### src/core/fnmt_pkg.sv
// package: constants for the fieldbus network management slave and identifier map
package fnmt_pkg;
    // --------------------------------------------------------------
    // identifiers
    // --------------------------------------------------------------
    localparam logic [10:0] FNMT_ID_NMT = 11'h000;
    localparam logic [10:0] FNMT_ID_SYNC = 11'h080;
    localparam logic [10:0] FNMT_BASE_EMCY = 11'h080;
    localparam logic [10:0] FNMT_BASE_TPD1 = 11'h180;
    localparam logic [10:0] FNMT_BASE_RPD1 = 11'h200;
    localparam logic [10:0] FNMT_BASE_TPD2 = 11'h280;
    localparam logic [10:0] FNMT_BASE_RPD2 = 11'h300;
    localparam logic [10:0] FNMT_BASE_TPD3 = 11'h380;
    localparam logic [10:0] FNMT_BASE_RPD3 = 11'h400;
    localparam logic [10:0] FNMT_BASE_TPD4 = 11'h480;
    localparam logic [10:0] FNMT_BASE_RPD4 = 11'h500;
    localparam logic [10:0] FNMT_BASE_SDO_TX = 11'h580;
    localparam logic [10:0] FNMT_BASE_SDO_RX = 11'h600;
    localparam logic [10:0] FNMT_BASE_BOOT = 11'h700;
    // --------------------------------------------------------------
    // commands and node ids
    // --------------------------------------------------------------
    localparam logic [7:0] FNMT_CMD_OPER = 8'h01;
    localparam logic [7:0] FNMT_CMD_STOP = 8'h02;
    localparam logic [7:0] FNMT_CMD_PREOP = 8'h80;
    localparam logic [7:0] FNMT_CMD_RST_NODE = 8'h81;
    localparam logic [7:0] FNMT_CMD_RST_COMM = 8'h82;
    localparam logic [7:0] FNMT_NODE_ALL = 8'h00;
    localparam logic [6:0] FNMT_NODE_MIN = 7'h01;
    localparam logic [3:0] FNMT_NMT_LEN = 4'h2;
    // --------------------------------------------------------------
    // object access
    // --------------------------------------------------------------
    localparam logic [15:0] FNMT_OBJ_MARKER = 16'h1020;
    localparam logic [15:0] FNMT_OBJ_SAVE = 16'h1010;
    localparam logic [7:0] FNMT_SUB_SAVE_ALL = 8'h01;
    localparam logic [31:0] FNMT_SAVE_KEY = 32'h6576_6173;
    localparam logic [31:0] FNMT_SAVE_DONE = 32'h0000_0001;
    localparam logic [31:0] FNMT_MARK_RESET = 32'h0000_0000;
    // --------------------------------------------------------------
    // timing
    // --------------------------------------------------------------
    localparam int FNMT_INIT_NS = 200;
    localparam int FNMT_CLK_NS = 20;
    localparam int FNMT_INIT_CYC = (FNMT_INIT_NS + FNMT_CLK_NS - 1) / FNMT_CLK_NS;
    localparam logic [3:0] FNMT_INIT_CNT = 4'(FNMT_INIT_CYC);

    typedef enum logic [1:0] {
        FNMT_ST_INIT = 2'b00,
        FNMT_ST_PREOP = 2'b01,
        FNMT_ST_OPER = 2'b11,
        FNMT_ST_STOP = 2'b10
    } fnmt_state_e;
endpackage

### src/core/fnmt_slave.sv
// design: network management slave state machine, service gating and identifier map
`timescale 1ns/1ps
module fnmt_slave
    import fnmt_pkg::*;
(
    input wire logic mclk,
    input wire logic srst,
    input wire logic [6:0] node_id,
    input wire logic rx_valid,
    input wire logic [10:0] rx_id,
    input wire logic rx_ext,
    input wire logic [3:0] rx_len,
    input wire logic [7:0] rx_b0,
    input wire logic [7:0] rx_b1,
    input wire logic obj_wr,
    input wire logic [15:0] obj_index,
    input wire logic [7:0] obj_sub,
    input wire logic [31:0] obj_data,
    input wire logic obj_savable,
    input wire logic save_done,
    output logic [1:0] nmt_state,
    output logic node_rst_req,
    output logic comm_rst_req,
    output logic boot_send,
    output logic pdo_en,
    output logic sdo_en,
    output logic sync_en,
    output logic emcy_en,
    output logic node_ok,
    output logic [2:0] rx_svc,
    output logic rx_hit,
    output logic [10:0] id_sdo_tx,
    output logic [10:0] id_sdo_rx,
    output logic [10:0] id_emcy,
    output logic [10:0] id_boot,
    output logic [43:0] id_tpdo,
    output logic [43:0] id_rpdo,
    output logic [31:0] marker_date,
    output logic [31:0] marker_time,
    output logic [31:0] save_sub1,
    output logic save_start
);
    // --------------------------------------------------------------
    // frame decode
    // --------------------------------------------------------------
    fnmt_state_e state_r;
    logic [3:0] init_cnt_r;
    logic nmt_frame;
    logic nmt_addr;
    logic cmd_known;
    logic [10:0] nid;

    assign nid = {4'h0, node_id};
    assign nmt_frame = rx_valid && !rx_ext && rx_id == FNMT_ID_NMT
        && rx_len == FNMT_NMT_LEN;
    assign nmt_addr = rx_b1 == FNMT_NODE_ALL || rx_b1 == {1'b0, node_id};
    assign cmd_known = rx_b0 == FNMT_CMD_OPER || rx_b0 == FNMT_CMD_STOP
        || rx_b0 == FNMT_CMD_PREOP || rx_b0 == FNMT_CMD_RST_NODE
        || rx_b0 == FNMT_CMD_RST_COMM;

    logic take_cmd;
    assign take_cmd = nmt_frame && nmt_addr && cmd_known && node_ok
        && state_r != FNMT_ST_INIT;

    // --------------------------------------------------------------
    // state machine
    // --------------------------------------------------------------
    always_ff @(posedge mclk) begin
        if (srst) begin
            state_r <= FNMT_ST_INIT;
            init_cnt_r <= FNMT_INIT_CNT;
        end else begin
            case (state_r)
                FNMT_ST_INIT: begin
                    if (init_cnt_r == 4'h0) begin
                        state_r <= FNMT_ST_PREOP;
                    end else begin
                        init_cnt_r <= init_cnt_r - 4'h1;
                    end
                end
                FNMT_ST_PREOP, FNMT_ST_OPER, FNMT_ST_STOP: begin
                    if (take_cmd) begin
                        case (rx_b0)
                            FNMT_CMD_OPER: state_r <= FNMT_ST_OPER;
                            FNMT_CMD_STOP: state_r <= FNMT_ST_STOP;
                            FNMT_CMD_PREOP: state_r <= FNMT_ST_PREOP;
                            default: begin
                                state_r <= FNMT_ST_INIT;
                                init_cnt_r <= FNMT_INIT_CNT;
                            end
                        endcase
                    end
                end
                default: state_r <= FNMT_ST_INIT;
            endcase
        end
    end

    // resets are only requested; the system reset and comm settings live outside
    always_ff @(posedge mclk) begin
        if (srst) begin
            node_rst_req <= 1'b0;
            comm_rst_req <= 1'b0;
        end else begin
            node_rst_req <= take_cmd && rx_b0 == FNMT_CMD_RST_NODE;
            comm_rst_req <= take_cmd && rx_b0 == FNMT_CMD_RST_COMM;
        end
    end

    // --------------------------------------------------------------
    // service gating
    // --------------------------------------------------------------
    always_ff @(posedge mclk) begin
        if (srst) begin
            nmt_state <= 2'b00;
            pdo_en <= 1'b0;
            sdo_en <= 1'b0;
            sync_en <= 1'b0;
            emcy_en <= 1'b0;
            boot_send <= 1'b0;
            node_ok <= 1'b0;
        end else begin
            nmt_state <= state_r;
            node_ok <= node_id >= FNMT_NODE_MIN;
            pdo_en <= state_r == FNMT_ST_OPER;
            sdo_en <= state_r == FNMT_ST_PREOP || state_r == FNMT_ST_OPER;
            sync_en <= state_r == FNMT_ST_PREOP || state_r == FNMT_ST_OPER;
            emcy_en <= state_r == FNMT_ST_PREOP || state_r == FNMT_ST_OPER;
            // one boot-up announcement on leaving initialization, only while node_ok is set
            boot_send <= state_r == FNMT_ST_INIT && init_cnt_r == 4'h0 && node_ok;
        end
    end

    // --------------------------------------------------------------
    // identifier map
    // --------------------------------------------------------------
    always_ff @(posedge mclk) begin
        if (srst) begin
            id_sdo_tx <= 11'h000;
            id_sdo_rx <= 11'h000;
            id_emcy <= 11'h000;
            id_boot <= 11'h000;
            id_tpdo <= 44'h0;
            id_rpdo <= 44'h0;
        end else begin
            id_sdo_tx <= FNMT_BASE_SDO_TX + nid;
            id_sdo_rx <= FNMT_BASE_SDO_RX + nid;
            id_emcy <= FNMT_BASE_EMCY + nid;
            id_boot <= FNMT_BASE_BOOT + nid;
            id_tpdo <= {FNMT_BASE_TPD4 + nid, FNMT_BASE_TPD3 + nid,
                FNMT_BASE_TPD2 + nid, FNMT_BASE_TPD1 + nid};
            id_rpdo <= {FNMT_BASE_RPD4 + nid, FNMT_BASE_RPD3 + nid,
                FNMT_BASE_RPD2 + nid, FNMT_BASE_RPD1 + nid};
        end
    end

    // received frame class: 1 nmt, 2 sync, 3 sdo request, 4 process data in; 0 none
    logic [2:0] svc_nxt;
    always_comb begin
        svc_nxt = 3'd0;
        if (rx_valid && !rx_ext) begin
            if (rx_id == FNMT_ID_NMT) begin
                svc_nxt = 3'd1;
            end else if (rx_id == FNMT_ID_SYNC && sync_en) begin
                svc_nxt = 3'd2;
            end else if (rx_id == id_sdo_rx && sdo_en) begin
                svc_nxt = 3'd3;
            end else if (pdo_en && (rx_id == id_rpdo[10:0] || rx_id == id_rpdo[21:11]
                || rx_id == id_rpdo[32:22] || rx_id == id_rpdo[43:33])) begin
                svc_nxt = 3'd4;
            end
        end
    end

    always_ff @(posedge mclk) begin
        if (srst) begin
            rx_svc <= 3'd0;
            rx_hit <= 1'b0;
        end else begin
            rx_svc <= svc_nxt;
            rx_hit <= svc_nxt != 3'd0;
        end
    end

    // --------------------------------------------------------------
    // modification marker and save
    // --------------------------------------------------------------
    logic wr_marker;
    logic wr_save_all;
    assign wr_marker = obj_wr && obj_index == FNMT_OBJ_MARKER;
    assign wr_save_all = obj_wr && obj_index == FNMT_OBJ_SAVE && obj_sub == FNMT_SUB_SAVE_ALL;

    always_ff @(posedge mclk) begin
        if (srst) begin
            marker_date <= FNMT_MARK_RESET;
            marker_time <= FNMT_MARK_RESET;
        end else if (wr_marker) begin
            // object data arrives already assembled lsb first
            if (obj_sub == 8'h01) begin
                marker_date <= obj_data;
            end else if (obj_sub == 8'h02) begin
                marker_time <= obj_data;
            end
        end else if (obj_wr && !wr_save_all
            && (obj_savable || obj_index == FNMT_OBJ_SAVE)) begin
            marker_date <= FNMT_MARK_RESET;
            marker_time <= FNMT_MARK_RESET;
        end
    end

    // done wins over a new write in the same cycle: the save then really finished
    always_ff @(posedge mclk) begin
        if (srst) begin
            save_sub1 <= FNMT_SAVE_DONE;
            save_start <= 1'b0;
        end else begin
            save_start <= wr_save_all && obj_data == FNMT_SAVE_KEY;
            if (save_done) begin
                save_sub1 <= FNMT_SAVE_DONE;
            end else if (wr_save_all) begin
                save_sub1 <= obj_data;
            end
        end
    end

    // --------------------------------------------------------------
    // checks
    // --------------------------------------------------------------
    property p_stop_quiet;
        @(posedge mclk) disable iff (srst)
        state_r == FNMT_ST_STOP |=> !pdo_en && !sdo_en && !sync_en && !emcy_en;
    endproperty
    a_stop_quiet: assert property (p_stop_quiet) else $error("service on in stopped");

    property p_init_leaves;
        @(posedge mclk) disable iff (srst)
        $rose(state_r == FNMT_ST_INIT) |-> ##[1:12] state_r == FNMT_ST_PREOP;
    endproperty
    a_init_leaves: assert property (p_init_leaves) else $error("init did not end");

    property p_cmd_oper;
        @(posedge mclk) disable iff (srst)
        take_cmd && rx_b0 == FNMT_CMD_OPER |=> state_r == FNMT_ST_OPER ##1 pdo_en;
    endproperty
    a_cmd_oper: assert property (p_cmd_oper) else $error("start command lost");

    property p_bad_len;
        @(posedge mclk) disable iff (srst)
        rx_valid && rx_id == FNMT_ID_NMT && rx_len != FNMT_NMT_LEN
            && state_r != FNMT_ST_INIT |=> $stable(state_r);
    endproperty
    a_bad_len: assert property (p_bad_len) else $error("short frame changed state");

    property p_other_node;
        @(posedge mclk) disable iff (srst)
        nmt_frame && rx_b1 != 8'h00 && rx_b1 != {1'b0, node_id} && state_r != FNMT_ST_INIT
            |=> $stable(state_r);
    endproperty
    a_other_node: assert property (p_other_node) else $error("acted for other node");

    property p_init_entry;
        @(posedge mclk) disable iff (srst)
        $rose(state_r == FNMT_ST_INIT) |-> node_rst_req || comm_rst_req;
    endproperty
    a_init_entry: assert property (p_init_entry) else $error("init without reset");

    property p_sdo_id;
        @(posedge mclk) disable iff (srst)
        ##2 1'b1 |-> id_sdo_rx - id_sdo_tx == 11'h080 && id_tpdo[10:0] == id_emcy + 11'h100;
    endproperty
    a_sdo_id: assert property (p_sdo_id) else $error("identifier map wrong");

    property p_mark_clr;
        @(posedge mclk) disable iff (srst)
        obj_wr && obj_savable && !wr_marker && !wr_save_all |=> marker_date == 32'h0000_0000;
    endproperty
    a_mark_clr: assert property (p_mark_clr) else $error("marker not cleared");

    property p_save_done;
        @(posedge mclk) disable iff (srst)
        save_done |=> save_sub1 == 32'h0000_0001;
    endproperty
    a_save_done: assert property (p_save_done) else $error("save not signalled");
endmodule

### config.mk
export PLATFORM = sky130hd
export DESIGN_NAME = fnmt_slave
export DESIGN_NICKNAME = d
export VERILOG_FILES = /design/src/core/fnmt_pkg.sv /design/src/core/fnmt_slave.sv
export SDC_FILE = /design/constraint.sdc
export NUM_CORES = 1
export LEC_CHECK = 0
export BUFFER_PORTS_ARGS = -buffer_cell sky130_fd_sc_hd__buf_2
export CORE_AREA = 2 2 135 137
export CTS_BUF_LIST = sky130_fd_sc_hd__clkbuf_4 sky130_fd_sc_hd__clkbuf_8
export CTS_CLUSTER_DIAMETER = 50
export DETAILED_ROUTE_END_ITERATION = 7
export DIE_AREA = 0 0 137 139
export SLEW_MARGIN = 5
export SYNTH_ARGS = -nofsm -noshare
export SYNTH_HDL_FRONTEND = slang
export SYNTH_SLANG_ARGS = --single-unit
### constraint.sdc
create_clock -name mclk -period 4.5 [get_ports mclk]
set_input_delay 0.9 -clock mclk [delete_from_list [all_inputs] [get_ports mclk]]
set_output_delay 0.9 -clock mclk [all_outputs]
set_load 0.03 [all_outputs]
==> results of run 1 <==
-- metal layers --
layer / vias to the layer above / track usage [%]
met5: - / 0
met3: 22 / 4.97
li1: 2534 / -
met1: 2373 / 22.0
met2: 223 / 29.7
met4: 0 / 6.40
-- cell type report --
type	count	area [µm²]	area share [%]
clock buffer	18	248	3.39
clock inverter	14	135	1.85
inverter	3	11.3	0.154
multi-input combinational	404	2510	34.3
sequential	123	2460	33.7
tap	229	287	3.92
timing repair buffer	326	1660	22.7
-- logic make-up (layout without fill, tap and decap cells) --
kind of cell	Yosys count	after routing	synth area share, %
xor+xnor	16	16	2.34
simple gates	241	241	21.3
flops	123	123	41.2
compound gates	89	89	10.8
fa+ha+maj	2	2	0.418
mux	32	32	5.36
other cells	1	24	0.0627
buf+inv	158	361	18.5
-- how the worst max path moves through the flow --
stage	cells past startpoint	slack (ns)	start	end
after floorplan	6	2.00	obj_index[8]	marker_date[10]$_SDFFE_PP0P_
after global placement	7	1.30	obj_index[8]	marker_time[9]$_SDFFE_PP0P_
after detailed placement	7	1.25	obj_sub[3]	marker_date[1]$_SDFFE_PP0P_
after CTS	7	1.73	obj_sub[3]	marker_date[1]$_SDFFE_PP0P_
after global routing	7	1.56	obj_index[8]	marker_time[2]$_SDFFE_PP0P_
final	7	1.74	obj_sub[3]	marker_date[1]$_SDFFE_PP0P_
-- cell usage in the layout, fill, tap and decap left out, types with 3 or more instances in the layout --
master / count
inv_6: 6
nor4_1: 7
buf_4: 6
conb_1: 24
a21oi_1: 34
inv_1: 3
nand2b_1: 7
nor2_1: 12
a31oi_1: 3
clkbuf_8: 18
clkinvlp_4: 3
nand4_1: 4
nand3b_1: 4
a22o_1: 32
or4_1: 3
dfxtp_1: 123
mux2i_1: 32
nor3b_1: 3
nand2_1: 139
nor4_2: 3
nand3_1: 6
xor2_1: 3
nor2b_1: 12
nor3_1: 12
buf_2: 319
xnor2_1: 13
o21ai_0: 3
-- synth_stat cells (all sizes together) (12+ instances only) --
cell type    n  share of area [%]
nor4        12                2.1
xnor2       13                1.9
nor3        13                1.1
nor2        12               0.75
buf        138                 17
nand2      140                8.8
clkbuf      17                1.1
dfxtp      123                 41
a21oi       34                2.8
mux2i       32                5.4
a22o        32                4.7
nor2b       12                1.3
-- tightest hold or removal path, delay by kind of cell (launching register included) --
kind	cells	cell delay (ns)
compound gates	1	0.05
simple gates	1	0.05
flops	1	0.31
-- through the flow --
stage	area, µm²	setup slack, ns	cells
2_1_floorplan	6070	2.00	685
3_3_place_gp	6930	1.30	1085
3_5_place_dp	6930	1.25	1085
4_1_cts	7320	1.73	1117
5_1_grt	7320	1.56	1117
6_report	7320	1.74	1117
-- where the power goes --
group	internal (W)	leakage [nW]	total, W	switching (W)
clock network	0.000464	0.189	0.000958	0.000494
logic	0.000137	2.38	0.000418	0.000281
registers	0.00111	0.994	0.00114	0.0000276
total	0.00171	3.56	0.00251	0.000803
-- sequential cells by signal, indices dropped and copies added (netlist names), 2 cells and up --
name         count
id_sdo_tx        8
init_cnt_r       4
marker_date     32
marker_time     32
nmt_state        2
rx_svc           3
save_sub1       32
state_r          2
==> out/metrics.json, run 1 <==
{
  "critical_path": {
    "critical-path-top-delay-family": "simple AND/OR/NAND/NOR gates",
    "worst-path-max-fanout": 25,
    "reg2reg_from": "id_sdo_tx[8]$_SDFF_PP0_",
    "worstPathRequired_ns": 4.86,
    "critPathCaptureType": "flip-flop",
    "crit_arrival_ns": 3.12,
    "timing.critical_path.slowest_stage_cell": "o31ai_4",
    "startpoint_type": "input port",
    "timing.setup.critical_path_class": "input port to flip-flop",
    "timing.critical_path.cells": "buf_2, nor4_2, nand4b_1, and3b_1, o31ai_4, buf_12, mux2i_1",
    "critical_path.reg2reg.endpoint": "rx_svc[2]$_SDFF_PP0_",
    "ff2ff_setup_slack_ns": 2.43,
    "reg2regPathDepth": 5,
    "crit_path_max_incr_delay_ns": 0.60,
    "crit_buf_inv": 2
  },
  "clock_network": {
    "worst_setup_hold_path_clk_slew_ns": 0.09,
    "cts_tree": "yes",
    "cts_buffers": 17,
    "skew_pair_late_insertion_delay_ns": 0.43,
    "cts_setup_buffers": 0,
    "clock-root-buffer": "clkbuf_8",
    "hold_buffers": 0,
    "cts_max_path_buffers": 2,
    "cts-htree-levels": 4,
    "clkSinkCount": 123,
    "cts_resized": 0
  },
  "sta": {
    "slew_headroom_pct": 52.8,
    "timing_worst_slew_pin_value_ns": 0.707,
    "grt_setup_unrepaired": "false",
    "fin_crit_ns": 2.76,
    "final-setup-viol-count": 0,
    "drv_slew": 0,
    "hold_viol_final": 0,
    "hold-worst-slack_ns": 0.453,
    "worst_clock_skew_ns": 0.00715,
    "max_freq_ghz": 0.363,
    "finalSetupTns_ns": 0,
    "period_share_pct": 61.3
  },
  "placement": {
    "portBuffers": 319,
    "place.gp.congestion": 0.782,
    "dp.final_hpwl_um": 13300
  },
  "yosys": {
    "yosysSeqAreaShare_pct": 41.2,
    "ys_seq_elements": 123,
    "synth_edf_count": 0,
    "syn_avg_cell_area_um2": 9.03,
    "synth_cell_types": 61,
    "ys.warnings.count": 0,
    "async_reset_ff_share_pct": 0,
    "synth_top_flop_cell": "dfxtp_1",
    "synthesis.area_mm2": 0.00598,
    "gate_count_of_the_mapped_netlist": 662
  },
  "min_path": {
    "hp-start": "save_sub1[14]$_SDFFE_PP0P_",
    "whs_path_depth": 2,
    "timing.hold.worst_endpoint": "save_sub1[14]$_SDFFE_PP0P_",
    "min_path_type": "flip-flop to flip-flop"
  },
  "job": {
    "drv_cap": 0
  },
  "detailed_routing": {
    "met2_length_um": 8460,
    "met3_routed_wl_um": 1330,
    "wl_per_cell_um": 15.7,
    "dr.first_iter.drc_count": 264,
    "drt-total-wl_um": 17600,
    "uppermost_layer_routed": "met4",
    "route.detailed.drc": 0,
    "first_pass_iteration_count_of_the_detailed_router": 4,
    "detail_route.wirelength.met1_um": 7470,
    "vias_per_cell": 4.61,
    "vias": 5152,
    "route.antenna.remaining_nets": 0
  },
  "floorplanning": {
    "start_util_pct": 33.9,
    "fp.dieH_um": 139,
    "row_count": 49,
    "design.portCount": 344,
    "die-area_mm2": 0.0190,
    "core_area_mm2": 0.0177,
    "die_x_um": 137
  },
  "pwr": {
    "power_density_mw_per_mm2": 344,
    "total_power_w": 0.00251,
    "vdd_drop_max_mv": 0.166,
    "p_leak_nw": 3.56
  },
  "finish": {
    "areaGrowthSynthToFinish_pct": 22.4,
    "finish.net_count": 978,
    "fillerInstances": 1827,
    "share_of_layout_cells_above_drive_strength_1_pct": 42.6,
    "layout.core_utilization_pct": 41.4,
    "diodes": 0
  },
  "global_route": {
    "gr-usage-all-layers_pct": 17.9,
    "global_route_wire_length_before_repair_um": 26300,
    "antenna_violations_before_repair": 0,
    "grt_pass1_vias": 4722,
    "globalRouteOverflowTotal": 0,
    "grt_max_degree": 40
  },
  "status": {
    "status": "finished, final reports clean"
  }
}
(Power assumes the default switching activity.)
==> run 2, diff against run 1 <==
--- a/config.mk
+++ b/config.mk
@@ -5,12 +5,14 @@
 export SDC_FILE = /design/constraint.sdc
 export NUM_CORES = 1
 export LEC_CHECK = 0
+export ABC_AREA = 1
 export BUFFER_PORTS_ARGS = -buffer_cell sky130_fd_sc_hd__buf_2
-export CORE_AREA = 2 2 135 137
+export CORE_AREA = 2 2 133 135
 export CTS_BUF_LIST = sky130_fd_sc_hd__clkbuf_4 sky130_fd_sc_hd__clkbuf_8
 export CTS_CLUSTER_DIAMETER = 50
 export DETAILED_ROUTE_END_ITERATION = 7
-export DIE_AREA = 0 0 137 139
+export DIE_AREA = 0 0 135 137
+export PLACE_DENSITY = 0.74
 export SLEW_MARGIN = 5
 export SYNTH_ARGS = -nofsm -noshare
 export SYNTH_HDL_FRONTEND = slang
==> constraint.sdc (replaced) <==
create_clock -name mclk -period 2.34 [get_ports mclk]
set_input_delay 0.468 -clock mclk [delete_from_list [all_inputs] [get_ports mclk]]
set_output_delay 0.468 -clock mclk [all_outputs]
set_load 0.03 [all_outputs]
==> out/metrics.json, run 2 <==
{
  "sta": {
    "drv_slew": {"value": 0, "change": "unchanged"},
    "timing_worst_slew_pin_value": {"value": 0.650, "unit": "ns", "change": "was 0.707 ns"},
    "final-setup-viol-count": {"value": 0, "change": "unchanged"},
    "period_share_pct": 75.7,
    "worst_clock_skew": {"value": 0.0127, "unit": "ns", "change": "was 0.00715 ns"},
    "hold-worst-slack": {"value": 0.253, "unit": "ns", "change": "was 0.453 ns"},
    "finalSetupTns": {"value": 0, "unit": "ns", "change": "unchanged"},
    "max_freq_ghz": 0.564,
    "hold_viol_final": {"value": 0, "change": "unchanged"},
    "slew_headroom": {"value": 56.7, "unit": "%", "change": "was 52.8%"},
    "fin_crit_ns": 1.77,
    "grt_setup_unrepaired": {"value": "false", "change": "unchanged"}
  },
  "finish": {
    "finish.net_count": {"value": 1269, "change": "was 978"},
    "final_cell_count_without_fillers": {"value": 1406, "change": "was 1117"},
    "final_area": {"value": 0.00817, "unit": "mm²", "change": "was 0.00732 mm²"},
    "areaGrowthSynthToFinish": {"value": 20.2, "unit": "%", "change": "was 22.4%"},
    "biggestRegsByFlops": {"value": "marker_date x32, marker_time x32, save_sub1 x32", "change": "unchanged"},
    "layout.core_utilization": {"value": 47.9, "unit": "%", "change": "was 41.4%"},
    "final_common_cell": {"value": "buf_2", "change": "unchanged"},
    "fillerInstances": {"value": 1774, "change": "was 1827"},
    "share_of_layout_cells_above_drive_strength_1": {"value": 31.4, "unit": "%", "change": "was 42.6%"},
    "layout.cells.most_common_list": {"value": "buf_2 (319), nor2_1 (209), dfxtp_1 (123)", "change": "was buf_2 (319), nand2_1 (139), dfxtp_1 (123)"}
  },
  "floorplanning": {
    "fp.dieH": {"value": 137, "unit": "µm", "change": "was 139 µm"},
    "core_area": {"value": 0.0171, "unit": "mm²", "change": "was 0.0177 mm²"},
    "die_x": {"value": 135, "unit": "µm", "change": "was 137 µm"},
    "row_count": {"value": 48, "change": "was 49"},
    "design.portCount": {"value": 344, "change": "unchanged"},
    "die-area": {"value": 0.0185, "unit": "mm²", "change": "was 0.0190 mm²"},
    "start_util": {"value": 39.9, "unit": "%", "change": "was 33.9%"}
  },
  "placement": {
    "numPlacedInstances": {"value": 1372, "change": "was 1085"},
    "dp.final_hpwl": {"value": 15500, "unit": "µm", "change": "was 13300 µm"},
    "place.gp.congestion": {"value": 0.836, "change": "was 0.782"},
    "portBuffers": {"value": 319, "change": "unchanged"},
    "post_dp_cell_area": {"value": 0.00772, "unit": "mm²", "change": "was 0.00693 mm²"}
  },
  "yosys": {
    "ys.warnings.count": {"value": 0, "change": "unchanged"},
    "synth_top_cell_area_share": {"value": 36.2, "unit": "%", "change": "was 41.2%"},
    "synth_compound_gate_area_share": {"value": 8.54, "unit": "%", "change": "was 10.8%"},
    "async_reset_ff_share": {"value": 0, "unit": "%", "change": "unchanged"},
    "syn_avg_cell_area": {"value": 7.05, "unit": "µm²", "change": "was 9.03 µm²"},
    "synthesis.area": {"value": 0.00680, "unit": "mm²", "change": "was 0.00598 mm²"},
    "yosys-mux-area-fraction": {"value": 0, "unit": "%", "change": "was 5.36%"},
    "synth_cell_types": {"value": 35, "change": "was 61"},
    "synthAdderAreaFrac": {"value": 0.368, "unit": "%", "change": "was 0.418%"},
    "yosysSeqAreaShare": {"value": 36.2, "unit": "%", "change": "was 41.2%"},
    "yosysMostFrequentCell": {"value": "nor2_1", "change": "was nand2_1"},
    "synth_top_flop_cell": {"value": "dfxtp_1", "change": "unchanged"},
    "post_synth_xor_area_fraction": {"value": 1.42, "unit": "%", "change": "was 2.34%"},
    "synth_top_family_by_area": {"value": "simple AND/OR/NAND/NOR gates", "change": "unchanged"},
    "synth_top_cell_by_area": {"value": "dfxtp_1", "change": "unchanged"},
    "gate_count_of_the_mapped_netlist": {"value": 964, "change": "was 662"},
    "synth_top_cells_by_count": {"value": "nor2_1 (209), buf_4 (129), dfxtp_1 (123)", "change": "was nand2_1 (139), buf_4 (129), dfxtp_1 (123)"},
    "ys_seq_elements": {"value": 123, "change": "unchanged"},
    "post_synth_main_area_contributors": {"value": "dfxtp_1 (36%), buf_4 (14%), nor2_1 (12%)", "change": "was dfxtp_1 (41%), buf_4 (16%), nand2_1 (8.7%)"},
    "synth_simple_gate_area_share": {"value": 30.6, "unit": "%", "change": "was 21.3%"},
    "synth_edf_count": {"value": 0, "change": "unchanged"}
  },
  "pwr": {
    "p_leak": {"value": 4.56, "unit": "nW", "change": "was 3.56 nW"},
    "power_density": {"value": 686, "unit": "mW/mm²", "change": "was 344 mW/mm²"},
    "vdd_drop_max": {"value": 0.321, "unit": "mV", "change": "was 0.166 mV"}
  },
  "critical_path": {
    "worstPathRequired": {"value": 1.87, "unit": "ns", "change": "was 4.86 ns"},
    "crit_buf_inv": {"value": 1, "change": "was 2"},
    "startpoint_type": {"value": "flip-flop", "change": "was input port"},
    "crit_arrival": {"value": 1.30, "unit": "ns", "change": "was 3.12 ns"},
    "worst-path-max-fanout": {"value": 14, "change": "was 25"},
    "timing.critical_path.cells": {"value": "buf_2", "change": "was buf_2, nor4_2, nand4b_1, and3b_1, o31ai_4, buf_12, mux2i_1"},
    "critPathCaptureType": {"value": "primary output", "change": "was flip-flop"},
    "critical-path-top-delay-family": {"value": "flip-flops", "change": "was simple AND/OR/NAND/NOR gates"},
    "timing.setup.critical_path_class": {"value": "flip-flop to primary output", "change": "was input port to flip-flop"},
    "timing.critical_path.slowest_stage_cell": {"value": "dfxtp_1", "change": "was o31ai_4"},
    "crit_path_max_incr_delay": {"value": 0.57, "unit": "ns", "change": "was 0.60 ns"}
  },
  "clock_network": {
    "clkSinkCount": {"value": 123, "change": "unchanged"},
    "clock-root-buffer": {"value": "clkbuf_8", "change": "unchanged"},
    "cts_resized": {"value": 0, "change": "unchanged"},
    "worst_setup_hold_path_clk_slew": {"value": 0.07, "unit": "ns", "change": "was 0.09 ns"},
    "cts-htree-levels": {"value": 4, "change": "unchanged"},
    "cts_buffers": {"value": 17, "change": "unchanged"},
    "cts_setup_buffers": {"value": 0, "change": "unchanged"},
    "cts_max_path_buffers": {"value": 2, "change": "unchanged"},
    "cts_tree": {"value": "yes", "change": "unchanged"},
    "hold_buffers": {"value": 0, "change": "unchanged"},
    "skew_pair_late_insertion_delay": {"value": 0.45, "unit": "ns", "change": "was 0.43 ns"}
  },
  "global_route": {
    "grt_max_degree": {"value": 65, "change": "was 40"},
    "globalRouteOverflowTotal": {"value": 0, "change": "unchanged"},
    "global_route_wire_length_before_repair": {"value": 30000, "unit": "µm", "change": "was 26300 µm"},
    "antenna_violations_before_repair": {"value": 5, "change": "was 0"},
    "gr-usage-all-layers": {"value": 21.3, "unit": "%", "change": "was 17.9%"},
    "grt_pass1_vias": {"value": 5817, "change": "was 4722"}
  },
  "detailed_routing": {
    "route.antenna.remaining_nets": {"value": 0, "change": "unchanged"},
    "route.detailed.drc": {"value": 0, "change": "unchanged"},
    "vias_per_cell": {"value": 4.71, "change": "was 4.61"},
    "dr.first_iter.drc_count": {"value": 296, "change": "was 264"},
    "drt-total-wl": {"value": 20200, "unit": "µm", "change": "was 17600 µm"},
    "vias": {"value": 6618, "change": "was 5152"},
    "wl_per_cell": {"value": 14.4, "unit": "µm", "change": "was 15.7 µm"},
    "first_pass_iteration_count_of_the_detailed_router": {"value": 5, "change": "was 4"}
  },
  "status": {
    "status": {"value": "finished, final reports clean", "change": "unchanged"}
  },
  "min_path": {
    "min_path_type": {"value": "input port to flip-flop", "change": "was flip-flop to flip-flop"}
  },
  "job": {
    "drv_cap": {"value": 0, "change": "unchanged"}
  }
}
run 2: cell count changes after synthesis, moves of 24 or more:
cell,change
nor2_1,+197
inv_1,+83
a22o_1,-32
nand3b_1,+60
mux2i_1,-32
a21oi_1,+36
nand2_1,-24
o21ai_0,+32
run 2: per-stage QoR:
step                      worst slack, ns  total power [W]
final                               0.568          0.00561
after floorplan                     0.622          0.00330
after global routing                0.456          0.00587
after detailed placement            0.219          0.00352
after CTS                           0.497          0.00567
after global placement              0.260          0.00350
run 2: cell type report:
| class | count | area, µm² | area share (%) |
|---|---|---|---|
| Sequential cell | 123 | 2460 | 30.1 |
| Timing Repair Buffer | 333 | 1760 | 21.6 |
| Antenna cell | 2 | 5.00 | 0.0612 |
| Tap cell | 225 | 282 | 3.45 |
| Multi-Input combinational cell | 604 | 2880 | 35.3 |
| Clock inverter | 12 | 185 | 2.27 |
| Clock buffer | 20 | 263 | 3.22 |
| Inverter | 87 | 327 | 4.00 |
run 2: logic make-up (layout without fill, tap and decap cells):
| kind of cell | count (synthesis) | count (layout) |
|---|---|---|
| buffers and inverters | 260 | 452 |
| xor gates and xnor gates | 11 | 11 |
| DFF | 123 | 123 |
| adders and majority gates | 2 | 2 |
| and+or+nand+nor | 455 | 455 |
| AOI/OAI and AO/OA | 112 | 112 |
| other | 1 | 26 |
run 2: per-layer routing:
metal | GRT usage (%) | share of wire, %
met2 | 41.0 | 55
met1 | 20.2 | 34
met4 | 7.29 | 1.8
met3 | 9.04 | 9.5
met5 | 0 | 0.064
run 2: where the power goes:
part	internal (W)	leakage, nW	switching [W]	total (W)
clock	0.00122	0.213	0.000915	0.00214
combinational	0.000378	3.34	0.000817	0.00120
sequential	0.00220	1.01	0.0000746	0.00227
total	0.00380	4.56	0.00181	0.00561
run 2: worst paths after layout:
check / start / endpoint / slack, ns / cells after the start
worst min-delay path: node_id[5] / id_sdo_tx[5]$_SDFF_PP0_ / 0.25 / 3
worst max register to register: id_sdo_tx[5]$_SDFF_PP0_ / rx_hit$_SDFF_PP0_ / 0.76 / 8
worst max-delay path: id_sdo_tx[2]$_SDFF_PP0_ / id_tpdo[35] / 0.57 / 1
worst min register to register: save_sub1[21]$_SDFFE_PP0P_ / save_sub1[21]$_SDFFE_PP0P_ / 0.46 / 2
